--- config.mk ---
export PLATFORM = sky130hd
export DESIGN_NAME = edpc_top
export DESIGN_NICKNAME = d
export VERILOG_FILES = /design/src/hdl/edpc_pkg.sv /design/src/hdl/edpc_evcnt.sv /design/src/hdl/edpc_tick.sv /design/src/hdl/edpc_top.sv
export SDC_FILE = /design/constraint.sdc
export NUM_CORES = 1
export LEC_CHECK = 0
export BUFFER_PORTS_ARGS = -buffer_cell sky130_fd_sc_hd__buf_2
export CORE_MARGIN = 2
export CORE_UTILIZATION = 35
export DETAILED_ROUTE_END_ITERATION = 8
export PLACE_DENSITY_LB_ADDON = 0.12
export SLEW_MARGIN = 20
export SYNTH_ARGS = -nofsm -noshare
export SYNTH_HDL_FRONTEND = slang
export SYNTH_SLANG_ARGS = --single-unit
--- constraint.sdc ---
create_clock -name clk -period 3.1 [get_ports clk]
set_input_delay 0.465 -clock clk [delete_from_list [all_inputs] [get_ports clk]]
set_output_delay 0.465 -clock clk [all_outputs]
set_load 0.01 [all_outputs]
--- src/hdl/edpc_pkg.sv ---
// edpc_pkg: constants, types and state of the energy-sense power control
// assumes one 250 MHz clock and an AHB-Lite register slave
// What this block does
// RULE1 - sensing mode only while enable bit set
// RULE2 - software drops crossover when sensing without autoneg
// RULE3 - auto wake once data count reaches threshold
// RULE4 - auto sleep once no line energy
// RULE5 - manual bit toggles power state at once
// RULE6 - software may toggle after clearing interrupt
// RULE7 - burst of four pulses per wake
// RULE8 - burst off gives one pulse per wake
// RULE9 - read-only bit shows power state
// RULE10 - error threshold flag, no action, read clears
// RULE11 - data threshold flag, read clears
// RULE12 - error threshold field bits 7:4, reset 1
// RULE13 - data threshold field bits 3:0, reset 1
// RULE14 - counters reset after two idle seconds
// RULE15 - power change raises maskable interrupt; the drop to down when enable is cleared raises none
// RULE16 - manual bit reads zero once acted upon
package edpc_pkg;

   // register word indices, byte address is four times the index
   localparam logic [29:0] ECR_IDX = 30'h1d;  // energy_control_reg
   localparam logic [29:0] IST_IDX = 30'h1e;  // interrupt status
   localparam logic [29:0] IMK_IDX = 30'h1f;  // interrupt mask

   // energy_control_reg fields
   localparam int ENA_B   = 15;
   localparam int WAKE_B  = 14;
   localparam int SLEEP_B = 13;
   localparam int MAN_B   = 12;
   localparam int BURST_B = 11;
   localparam int PWR_B   = 10;
   localparam int TH_W    = 4;
   localparam int ERRTH_L = 4;
   localparam int DATTH_L = 0;
   localparam int ECR_W   = 16;
   localparam logic [15:0] ECR_RST = 16'h6011;

   // interrupt status and mask layout
   localparam int IRQ_W   = 3;
   localparam int IRQ_PWR = 0;
   localparam int IRQ_ERR = 1;
   localparam int IRQ_DAT = 2;

   // bus constants
   localparam logic [2:0] SIZE_WORD  = 3'h2;
   localparam logic       HRESP_OKAY = 1'b0;

   // timing
   localparam int unsigned CLK_MHZ  = 250;
   localparam int unsigned IDLE_MS  = 2000;
   localparam int unsigned IDLE_CYC = IDLE_MS * 1000 * CLK_MHZ;
   localparam int          IDLE_W   = 29;
   localparam int unsigned GAP_NS   = 400;
   localparam int unsigned GAP_CYC  = GAP_NS * CLK_MHZ / 1000;
   localparam int          GAP_W    = 7;
   localparam logic [2:0]  BURST_N  = 3'h4;
   localparam logic [2:0]  SINGLE_N = 3'h1;

   typedef enum logic [0:0] {
      EDPC_ST_DOWN = 1'b0,
      EDPC_ST_UP   = 1'b1
   } edpc_pwr_t;

   typedef struct packed {
      logic            enable;
      logic            wake;
      logic            sleep;
      logic            manual;
      logic            burst_off;
      logic [TH_W-1:0] err_th;
      logic [TH_W-1:0] data_th;
   } edpc_ctl_t;

   typedef struct packed {
      logic data_evt;
      logic err_evt;
      logic energy;
   } edpc_line_in_t;

   typedef struct packed {
      logic rx_power;
      logic drv_on;
      logic pulse;
   } edpc_line_out_t;

   typedef struct packed {
      edpc_ctl_t        ctl;
      edpc_pwr_t        pwr;
      logic             rx_on;
      logic             err_hit;
      logic             data_hit;
      logic [2:0]       pulses;
      logic             pulse;
      logic [IRQ_W-1:0] int_st;
      logic [IRQ_W-1:0] int_mask;
      logic             irq;
      logic             wr_pend;
      logic             rd_pend;
      logic [29:0]      ap_idx;
      logic [31:0]      hrdata;
      logic             hready;
   } edpc_state_t;

   localparam edpc_ctl_t CTL_RST = '{
      enable:    ECR_RST[ENA_B],
      wake:      ECR_RST[WAKE_B],
      sleep:     ECR_RST[SLEEP_B],
      manual:    ECR_RST[MAN_B],
      burst_off: ECR_RST[BURST_B],
      err_th:    ECR_RST[ERRTH_L +: TH_W],
      data_th:   ECR_RST[DATTH_L +: TH_W]
   };

   localparam edpc_state_t ST_RST = '{
      ctl: CTL_RST, pwr: EDPC_ST_DOWN, rx_on: 1'b1, hready: 1'b1, default: '0
   };

endpackage

--- src/hdl/edpc_evcnt.sv ---
// edpc_evcnt: saturating event counter with threshold compare
// assumes clr takes priority over inc
`timescale 1ns/10ps
module edpc_evcnt
   import edpc_pkg::*;
(
   input  wire logic            clk,    // clock
   input  wire logic            rst_n,  // async reset
   input  wire logic            clr,    // clear count
   input  wire logic            inc,    // event strobe
   input  wire logic [TH_W-1:0] th,     // threshold
   output logic      [TH_W-1:0] cnt,    // current count
   output logic                 met,    // count at or above th
   output logic                 hit     // this event meets th
);

   logic [TH_W-1:0] cnt_r;
   logic [TH_W-1:0] cnt_nxt;
   logic [TH_W:0]   sum;

   // saturate at all ones so noise cannot wrap the count
   always_comb begin
      sum     = {1'b0, cnt_r} + 1'b1;
      cnt_nxt = cnt_r;
      if (clr) begin
         cnt_nxt = '0;
      end else if (inc && !(&cnt_r)) begin
         cnt_nxt = sum[TH_W-1:0];
      end
   end

   assign cnt = cnt_r;
   assign met = cnt_r >= th;
   assign hit = inc && !clr && (sum >= {1'b0, th});

   // count register
   always_ff @(posedge clk or negedge rst_n) begin
      if (!rst_n) begin
         cnt_r <= '0;
      end else begin
         cnt_r <= cnt_nxt;
      end
   end

endmodule // edpc_evcnt

--- src/hdl/edpc_tick.sv ---
// edpc_tick: divider giving a one-cycle enable every CYC cycles
// assumes en held high while counting; low restarts the count
`timescale 1ns/10ps
module edpc_tick
   import edpc_pkg::*;
#(
   parameter int unsigned CYC = GAP_CYC,
   parameter int          W   = GAP_W
) (
   input  wire logic clk,    // clock
   input  wire logic rst_n,  // async reset
   input  wire logic en,     // count enable
   output logic      tick    // one-cycle pulse
);

   logic [W-1:0] cnt_r;
   logic [W-1:0] cnt_nxt;

   // wrap at the end, restart while disabled
   always_comb begin
      cnt_nxt = '0;
      if (en && cnt_r != W'(CYC - 1)) begin
         cnt_nxt = cnt_r + 1'b1;
      end
   end

   assign tick = en && (cnt_r == W'(CYC - 1));

   // count register
   always_ff @(posedge clk or negedge rst_n) begin
      if (!rst_n) begin
         cnt_r <= '0;
      end else begin
         cnt_r <= cnt_nxt;
      end
   end

endmodule // edpc_tick

--- src/hdl/edpc_top.sv ---
// edpc_top: energy-sense power control with AHB-Lite registers
// assumes line events are one-cycle strobes synchronous to clk
`timescale 1ns/10ps
module edpc_top
   import edpc_pkg::*;
#(
   parameter int unsigned IDLE_CYCLES = IDLE_CYC
) (
   input  wire logic           clk,       // 250 MHz clock
   input  wire logic           rst_n,     // async reset
   input  wire logic           hsel,      // slave select
   input  wire logic [31:0]    haddr,     // byte address
   input  wire logic [1:0]     htrans,    // transfer type
   input  wire logic           hwrite,    // write not read
   input  wire logic [2:0]     hsize,     // transfer size
   input  wire logic [31:0]    hwdata,    // write data
   input  wire logic           hready,    // bus ready
   output logic      [31:0]    hrdata,    // read data
   output logic                hreadyout, // slave ready
   output logic                hresp,     // always okay
   input  edpc_line_in_t       line_in,   // line events
   output edpc_line_out_t      line_out,  // line controls
   output logic                irq        // level interrupt
);

   edpc_state_t s_r;
   edpc_state_t s_nxt;

   logic            flip;
   logic            cnt_clr;
   logic            accept;
   logic            data_inc;
   logic            err_inc;
   logic            data_met;
   logic            dat_evt_hit;
   logic            err_evt_hit;
   logic            idle_to;
   logic            gap_tick;
   logic [TH_W-1:0] data_cnt;
   logic [TH_W-1:0] err_cnt;
   logic [ECR_W-1:0] ecr_view;

   // event strobes count only while sensing is on
   assign data_inc = s_r.ctl.enable && line_in.data_evt;
   assign err_inc  = s_r.ctl.enable && line_in.err_evt;

   // data event counter and threshold
   edpc_evcnt u_data_cnt (
      .clk   (clk),
      .rst_n (rst_n),
      .clr   (cnt_clr),
      .inc   (data_inc),
      .th    (s_r.ctl.data_th),
      .cnt   (data_cnt),
      .met   (data_met),
      .hit   (dat_evt_hit)
   );

   // error event counter and threshold
   edpc_evcnt u_err_cnt (
      .clk   (clk),
      .rst_n (rst_n),
      .clr   (cnt_clr),
      .inc   (err_inc),
      .th    (s_r.ctl.err_th),
      .cnt   (err_cnt),
      .met   (),
      .hit   (err_evt_hit)
   );

   // quiet-line timer, restarted by every data event
   edpc_tick #(
      .CYC (IDLE_CYCLES),
      .W   (IDLE_W)
   ) u_idle (
      .clk   (clk),
      .rst_n (rst_n),
      .en    (data_inc == 1'b0 && s_r.ctl.enable),
      .tick  (idle_to)
   );

   // spacing of probe pulses after a wake
   edpc_tick #(
      .CYC (GAP_CYC),
      .W   (GAP_W)
   ) u_gap (
      .clk   (clk),
      .rst_n (rst_n),
      .en    (s_r.pulses != 3'h0),
      .tick  (gap_tick)
   );

   // register image as software sees it
   assign ecr_view = {
      s_r.ctl.enable, s_r.ctl.wake, s_r.ctl.sleep, s_r.ctl.manual,
      s_r.ctl.burst_off,
      s_r.pwr == EDPC_ST_UP,  // RULE9
      s_r.err_hit, s_r.data_hit, s_r.ctl.err_th, s_r.ctl.data_th
   };

   // address phase is taken only for whole-word transfers
   assign accept = hsel && hready && htrans[1] && (hsize == SIZE_WORD);

   // power state decision from registered values and line_in.energy; kept out of
   // the next-state block so the counter clear forms no loop
   always_comb begin
      flip = 1'b0;
      if (s_r.ctl.enable) begin
         case (s_r.pwr)
            EDPC_ST_DOWN:
               flip = s_r.ctl.manual || (s_r.ctl.wake && data_met);  // RULE3
            EDPC_ST_UP:
               flip = s_r.ctl.manual || (s_r.ctl.sleep && !line_in.energy);  // RULE4
            default:
               flip = 1'b0;
         endcase
      end
   end

   // counters restart on quiet line, state change or disable
   assign cnt_clr = !s_r.ctl.enable || flip || idle_to;  // RULE14

   // next-state logic of the whole block
   always_comb begin
      s_nxt = s_r;

      // one-shot request is consumed every cycle
      s_nxt.ctl.manual = 1'b0;  // RULE16

      // probe pulse generation
      s_nxt.pulse = gap_tick;
      if (gap_tick) begin
         s_nxt.pulses = s_r.pulses - 3'h1;
      end

      // bus address phase; reads insert one wait state
      s_nxt.wr_pend = accept && hwrite;
      s_nxt.rd_pend = accept && !hwrite;
      s_nxt.hready  = !(accept && !hwrite);
      if (accept) begin
         s_nxt.ap_idx = haddr[31:2];
      end

      // write data phase
      if (s_r.wr_pend) begin
         if (s_r.ap_idx == ECR_IDX) begin
            s_nxt.ctl.enable    = hwdata[ENA_B];
            s_nxt.ctl.wake      = hwdata[WAKE_B];
            s_nxt.ctl.sleep     = hwdata[SLEEP_B];
            s_nxt.ctl.manual    = hwdata[MAN_B];
            s_nxt.ctl.burst_off = hwdata[BURST_B];
            s_nxt.ctl.err_th    = hwdata[ERRTH_L +: TH_W];  // RULE12
            s_nxt.ctl.data_th   = hwdata[DATTH_L +: TH_W];  // RULE13
         end else if (s_r.ap_idx == IST_IDX) begin
            s_nxt.int_st = s_r.int_st & ~hwdata[IRQ_W-1:0];
         end else if (s_r.ap_idx == IMK_IDX) begin
            s_nxt.int_mask = hwdata[IRQ_W-1:0];
         end
      end

      // read data phase, unmapped reads return zero
      if (s_r.rd_pend) begin
         s_nxt.hrdata = '0;
         if (s_r.ap_idx == ECR_IDX) begin
            s_nxt.hrdata[ECR_W-1:0] = ecr_view;
            s_nxt.err_hit  = 1'b0;  // RULE10
            s_nxt.data_hit = 1'b0;  // RULE11
         end else if (s_r.ap_idx == IST_IDX) begin
            s_nxt.hrdata[IRQ_W-1:0] = s_r.int_st;
         end else if (s_r.ap_idx == IMK_IDX) begin
            s_nxt.hrdata[IRQ_W-1:0] = s_r.int_mask;
         end
      end

      // manual request overrides thresholds and timer
      if (flip) begin  // RULE5
         s_nxt.int_st[IRQ_PWR] = 1'b1;  // RULE15
         if (s_r.pwr == EDPC_ST_DOWN) begin
            s_nxt.pwr    = EDPC_ST_UP;
            s_nxt.pulses = s_r.ctl.burst_off ? SINGLE_N : BURST_N;  // RULE7 RULE8
         end else begin
            s_nxt.pwr    = EDPC_ST_DOWN;
            s_nxt.pulses = 3'h0;
         end
      end

      // sensing off: logic parked down, no probing
      if (!s_r.ctl.enable) begin
         s_nxt.pwr    = EDPC_ST_DOWN;  // RULE1
         s_nxt.pulses = 3'h0;
      end

      // threshold flags; hardware set wins over read clear
      if (err_evt_hit) begin
         s_nxt.err_hit          = 1'b1;  // RULE10
         s_nxt.int_st[IRQ_ERR]  = 1'b1;
      end
      if (dat_evt_hit) begin
         s_nxt.data_hit         = 1'b1;  // RULE11
         s_nxt.int_st[IRQ_DAT]  = 1'b1;
      end

      // receiver runs normally whenever sensing is off
      s_nxt.rx_on = !s_nxt.ctl.enable || (s_nxt.pwr == EDPC_ST_UP);

      // level interrupt from unmasked sticky bits
      s_nxt.irq = |(s_nxt.int_st & s_nxt.int_mask);  // RULE15
   end

   // state register
   always_ff @(posedge clk or negedge rst_n) begin
      if (!rst_n) begin
         s_r <= ST_RST;
      end else begin
         s_r <= s_nxt;
      end
   end

   // outputs straight from state flops, hresp tied to okay
   assign hrdata            = s_r.hrdata;
   assign hreadyout         = s_r.hready;
   assign hresp             = HRESP_OKAY;
   assign irq               = s_r.irq;
   assign line_out.rx_power = s_r.rx_on;
   assign line_out.drv_on   = s_r.pwr == EDPC_ST_UP;
   assign line_out.pulse    = s_r.pulse;
endmodule // edpc_top
==> run_results.csv, run 1 <==
group,metric,value,unit
clock_network,path_clk_slew,60,ps
timing,fmax,416.2,MHz
critical_path,end_kind,"flip-flop",
final_layout,layout-drive-gt1-share,27.11,%
synthesis,synth-seq-cells,121,
timing,clock_skew,11.51,ps
global_route,grt_pass1_wl,19.89,mm
detailed_routing,ant_nets,0,
global_route,grt_max_degree,55,
synthesis,synthArstFlopShare,100.0,%
global_route,grt_antenna_before_repair,0,
pwr,p_leak,3.132,nW
timing,setup_tns,0,ps
pwr,cellPowerDensity,559.3,mW/mm^2
synthesis,syn-instance-count,547,
final_layout,stdcell_area,0.006919,sq mm
floorplanning,start_util,35.59,%
synthesis,synth_seq_area_share,51.62,%
pwr,peakVddDrop,0.3840,mV
detailed_routing,drtPass1Iterations,6,
floorplanning,core,0.01652,sq mm
critical_path,cp_max_fo,4,
floorplanning,die-area,0.01785,sq mm
clock_network,cts_resized,0,
clock_network,htreeDepth,4,
placed_design,placed_area,0.006331,sq mm
final_layout,fill_cells,1608,
timing,tightest_slew,732.0,ps
clock_network,post_cts_buffers,0,
clock_network,clk_path_buf_depth,2,
critical_path,crit_type,"reg -> reg",
final_layout,layout_commonest_cell,"dfrtp_1",
timing,relSlewSlack,51.20,%
detailed_routing,dr.first_iter.drc_count,141,
clock_network,clkSinkCount,121,
critical_path,critical_path_required,3400,ps
run_status,outcome,"complete, no violations",
synthesis,postSynthAreaPerCell,10.75,sq um
final_layout,syn2layout_area_growth,17.66,%
synthesis,ys_types,59,
clock_network,cts-root-buf,"clkbuf_16",
floorplanning,dieHeight,133.6,um
timing,slew_viol_final,0,
critical_path,rr_startpoint,"u_data_cnt.cnt[0]",
clock_network,clk_latency,420,ps
detailed_routing,routed_wirelength,11.77,mm
timing,setup_viol,0,
detailed_routing,post_drt_wl_per_cell,13.90,um
critical_path,critical_path_arrival,2710,ps
placed_design,place_hpwl,8.523,mm
detailed_routing,routed_via_density,4.720,
synthesis,ys.flop_type,"dfrtp_1",
floorplanning,die_w,133.6,um
timing,fin_crit_sh,77.51,%
final_layout,diodes,0,
detailed_routing,vias,3998,
global_route,overflow,0,
timing,rsz0062_at_grt,"no",
timing,finalCriticalPeriod,2403,ps
critical_path,crit_start,"u_data_cnt.cnt[0]",
global_route,grt_pass1_vias,4088,
run,drv_cap,0,
critical_path,startpoint_type,"flip-flop",
global_route,globalRouteTotalUtil,14.33,%
synthesis,synth_enable_flop_cells,0,
clock_network,cts_tree,"done",
final_layout,mostFrequentLayoutCells,"dfrtp_1 (115), buf_2 (74), nor2_1 (62)",
timing,hold_violations,0,
clock_network,holdBufCountCts,0,
clock_network,cts_buffers,17,
placed_design,place_congestion,0.7801,
detailed_routing,drt_drc_violations_left,0,
synthesis,synth_area,0.005881,sq mm
final_layout,nNetsFinal,709,
synthesis,synth_warnings,0,
min_path,min_path_type,"in -> async",
floorplanning,fp-row-count,47,
placed_design,port_buffers,75,
floorplanning,pin_count,115,
-- through the flow --
step	hold WS (ps)	instances	power [mW]	worst slack, ps	util, %
floorplan	169.4	563	1.866	767.3	-
detailed placement	456.4	815	1.959	693.7	38.31
CTS	108.9	847	3.940	661.9	41.87
global placement	444.8	815	1.954	725.3	38.31
global route	136.7	847	4.048	538.6	41.87
finish	93.86	847	3.870	697.2	41.87
-- kinds of logic (layout without fill, tap and decap cells) --
kind of cell	Yosys count	after routing	synth area share [%]
and+or+nand+nor	180	180	15.89
DFF	121	121	51.62
buffers and inverters	84	148	7.745
adders and majority gates	18	18	3.830
muxes	44	44	8.362
xor gates and xnor gates	41	41	6.106
other	1	17	0.06377
AOI/OAI and AO/OA	58	58	6.383
-- final cells by class --
class | count | area [sq um] | share of cell area (%)
Multi-Input combinational cell | 358 | 2450 | 35.41
Clock inverter | 14 | 148.9 | 2.152
Clock buffer | 18 | 439.2 | 6.347
Sequential cell | 121 | 3035 | 43.87
Timing Repair Buffer | 82 | 442.9 | 6.401
Inverter | 34 | 127.6 | 1.844
Tap cell | 220 | 275.3 | 3.978
-- worst max-delay path, cell delays in order, from the launching register on --
cell      delay, ps
dfrtp_1         400
inv_1           100
ha_1            300
nand2b_1        140
a211o_1         300
a311oi_1        310
buf_4           190
o21ai_0          90
and2_1          190
a221o_1         260
-- final timing paths --
kind,slack (ps),cells after the start,end
max in group asynchronous,2150,2,line_out[2]
worst min-delay path,90,1,u_gap.cnt_r[4]
worst max-delay path,700,9,irq
min in group clk,250,3,ecr_view[3]
worst max register to register,700,9,irq
worst min register to register,470,1,u_gap.cnt_r[0]
-- layer usage --
metal	global-route usage, %	share of wire, %
met2	22.48	48
met3	4.795	4.3
met5	0	0
met1	18.40	47
met4	5.496	0.82
-- report_power, final --
part | switching [mW] | internal (mW) | total [mW]
registers | 0.0603 | 1.66 | 1.72
clock network | 0.739 | 1.20 | 1.94
logic | 0.0946 | 0.113 | 0.208
total | 0.894 | 2.98 | 3.87
-- flip-flops by register name (all words and copies together) (netlist names) --
register and cells:
u_data_cnt.cnt 4, irq 1, u_err_cnt.cnt 4, hreadyout 1
line_out 3, s_r 41, u_gap.cnt_r 7, u_idle.cnt_r 29
hrdata 16, ecr_view 15
-- cells in the mapped netlist, drive strengths merged, types with 2 or more instances --
| cell | n | share of area (%) |
|---|---|---|
| a21boi | 2 | 0.26 |
| a21o | 3 | 0.40 |
| a21oi | 5 | 0.43 |
| a22oi | 3 | 0.38 |
| a311oi | 2 | 0.30 |
| a31oi | 4 | 0.43 |
| and2 | 3 | 0.32 |
| and3 | 5 | 0.53 |
| and4 | 4 | 0.64 |
| buf | 43 | 5.1 |
| clkbuf | 7 | 0.45 |
| dfrtp | 115 | 49 |
| dfstp | 6 | 2.7 |
| ha | 18 | 3.8 |
| inv | 33 | 2.1 |
| mux2 | 41 | 7.9 |
| mux2i | 3 | 0.51 |
| nand2 | 32 | 2.0 |
| nand2b | 7 | 0.74 |
| nand3 | 20 | 1.7 |
| nand3b | 2 | 0.26 |
| nand4 | 10 | 1.3 |
| nor2 | 62 | 4.0 |
| nor2b | 2 | 0.21 |
| nor3 | 11 | 0.94 |
| nor4 | 10 | 1.4 |
| nor4b | 3 | 0.45 |
| nor4bb | 2 | 0.34 |
| o21ai | 19 | 1.6 |
| o22ai | 9 | 0.96 |
| xnor2 | 25 | 3.7 |
| xor2 | 16 | 2.4 |
Note: power is estimated with default switching activity, not from simulation.
==> run 2: changes to the inputs <==
- clock period: 3.1 -> 2.35 ns (I/O delays scaled with it)
==> run_results.csv, run 2 (synthesis gave the netlist of run 1 again) <==
group,metric,value,unit
run_status,outcome,"complete, no violations",
timing,hold_violations,0,
final_layout,mostFrequentLayoutCells,"dfrtp_1 (115), buf_2 (74), nor2_1 (62)",
detailed_routing,ant_nets,0,
detailed_routing,post_drt_wl_per_cell,14.05,um
pwr,p_leak,3.256,nW
final_layout,layout_commonest_cell,"dfrtp_1",
timing,fmax,443.4,MHz
floorplanning,die-area,0.01785,sq mm
global_route,grt_max_degree,122,
critical_path,crit_type,"reg -> reg",
critical_path,worst-r2r-setup-slack,90,ps
critical_path,critical_path_arrival,2550,ps
critical_path,slowest_delay,580,ps
timing,rsz0062_at_grt,"no",
timing,clock_skew,12.51,ps
clock_network,htreeDepth,4,
timing,setup_tns,0,ps
clock_network,cts_buffers,17,
run,drv_cap,0,
global_route,grt_pass1_vias,4170,
critical_path,crit_slowest_cell,"or4b_1",
final_layout,largest_reg_flops,41,
pwr,finalPower,5.199,mW
detailed_routing,drtPass1Iterations,4,
critical_path,crit_start,"u_idle.cnt_r[20]",
floorplanning,fp-row-count,47,
clock_network,path_clk_slew,60,ps
detailed_routing,routed_wirelength,12.26,mm
critical_path,startpoint_type,"flip-flop",
critical_path,rr_startpoint,"u_idle.cnt_r[20]",
detailed_routing,vias,4093,
pwr,seqPwrFrac,43.6,%
final_layout,nNetsFinal,735,
pwr,power_switching,1.188,mW
timing,setup_viol,0,
clock_network,cts_tree,"done",
floorplanning,pin_count,115,
final_layout,largest_register,"s_r",
critical_path,critical_path_required,2640,ps
critical_path,worst_r2r_path_depth,6,
clock_network,clk_path_buf_depth,2,
timing,finalWorstSetupSlack,94.68,ps
clock_network,holdBufCountCts,0,
clock_network,clk_latency,420,ps
timing,tightest_slew,676.0,ps
global_route,overflow,0,
critical_path,end_kind,"flip-flop",
final_layout,syn2layout_area_growth,21.96,%
min_path,min_path_type,"in -> async",
global_route,grt_antenna_before_repair,0,
floorplanning,start_util,35.59,%
timing,whs,21.72,ps
critical_path,cp_max_fo,2,
detailed_routing,dr.first_iter.drc_count,141,
critical_path,crit_chain,"or4b_1, nor4_4, a31oi_2, and4_4, a21o_1, a221o_1",
final_layout,layout-drive-gt1-share,30.93,%
global_route,globalRouteTotalUtil,14.84,%
global_route,grt_pass1_wl,20.65,mm
clock_network,clkSinkCount,121,
placed_design,port_buffers,75,
floorplanning,die_w,133.6,um
detailed_routing,drt_drc_violations_left,0,
floorplanning,core,0.01652,sq mm
pwr,intPower,4.012,mW
critical_path,reg2reg_to,"irq",
timing,finalCriticalPeriod,2255,ps
final_layout,post-route-util,43.40,%
placed_design,place_ws,25.19,ps
timing,relSlewSlack,54.93,%
clock_network,cts-root-buf,"clkbuf_16",
detailed_routing,routed_via_density,4.688,
timing,fin_crit_sh,95.97,%
timing,slew_viol_final,0,
pwr,swShare,22.84,%
pwr,peakVddDrop,0.4964,mV
final_layout,diodes,0,
placed_design,place_congestion,0.7969,
placed_design,place_hpwl,8.614,mm
floorplanning,dieHeight,133.6,um
pwr,cellPowerDensity,725.0,mW/mm^2
pwr,power.share.clock,50.9,%
pwr,p_comb_share,5.5,%
==> run 2: cell types whose count changed in the layout (fill, tap and decap cells not counted), moves of 2 or more <==
cell,before,now
clkinvlp_4,4,6
buf_4,7,33
o21ai_0,19,16
clkinv_2,3,1
o21ai_1,0,3
==> run 2: area by class of cell <==
cell class / instances / area, sq um
flip-flops and latches: 121 / 3035
inverters: 34 / 127.6
multi-input cells: 358 / 2491
clock inverters: 14 / 175.2
clock buffers: 18 / 429.2
repair buffers: 108 / 638.1
fillers: 1597 / 9353
well taps: 220 / 275.3
==> run 2: critical path: cells and delay by family, from the launching register on <==
family          cells  cell delay [ps]
compound gates      3              660
flops               1              380
simple gates        3             1090
==> run 2: metrics by stage <==
stage               cell area [sq um]  cells
floorplan                        5941    563
global placement                 6489    836
detailed placement               6489    836
CTS                              7093    868
global route                     7172    873
finish                           7172    873
==> run 2: repair_timing <==
action	in CTS	in global routing
setup buffers	0	5
endpoints found under the hold margin	0	0
endpoints found under the setup margin	0	6
resized for setup	0	10
==> run 2: worst max path at each step <==
| stage | endpoint | depth (start not counted) |
|---|---|---|
| detailed placement | irq | 8 |
| finish | irq | 6 |
| CTS | irq | 8 |
| global route | irq | 8 |
| global placement | irq | 8 |
| floorplan | irq | 8 |
==> run 2: power groups by stage <==
stage	sequential, mW	clock [mW]	combinational (mW)
2_1_floorplan	2.27	0	0.190
3_3_place_gp	2.30	0	0.281
3_5_place_dp	2.30	0	0.286
4_1_cts	2.27	2.74	0.287
5_1_grt	2.28	2.84	0.319
6_report	2.27	2.65	0.283
==> run 2: layer usage <==
layer | vias to the layer above | wire [um] | GRT usage (%)
li1 | 2014 | - | -
met2 | 78 | 5839 | 23.37
met4 | 0 | 259 | 6.915
met5 | - | 0 | 0
met3 | 18 | 520 | 4.072
met1 | 1983 | 5643 | 19.05
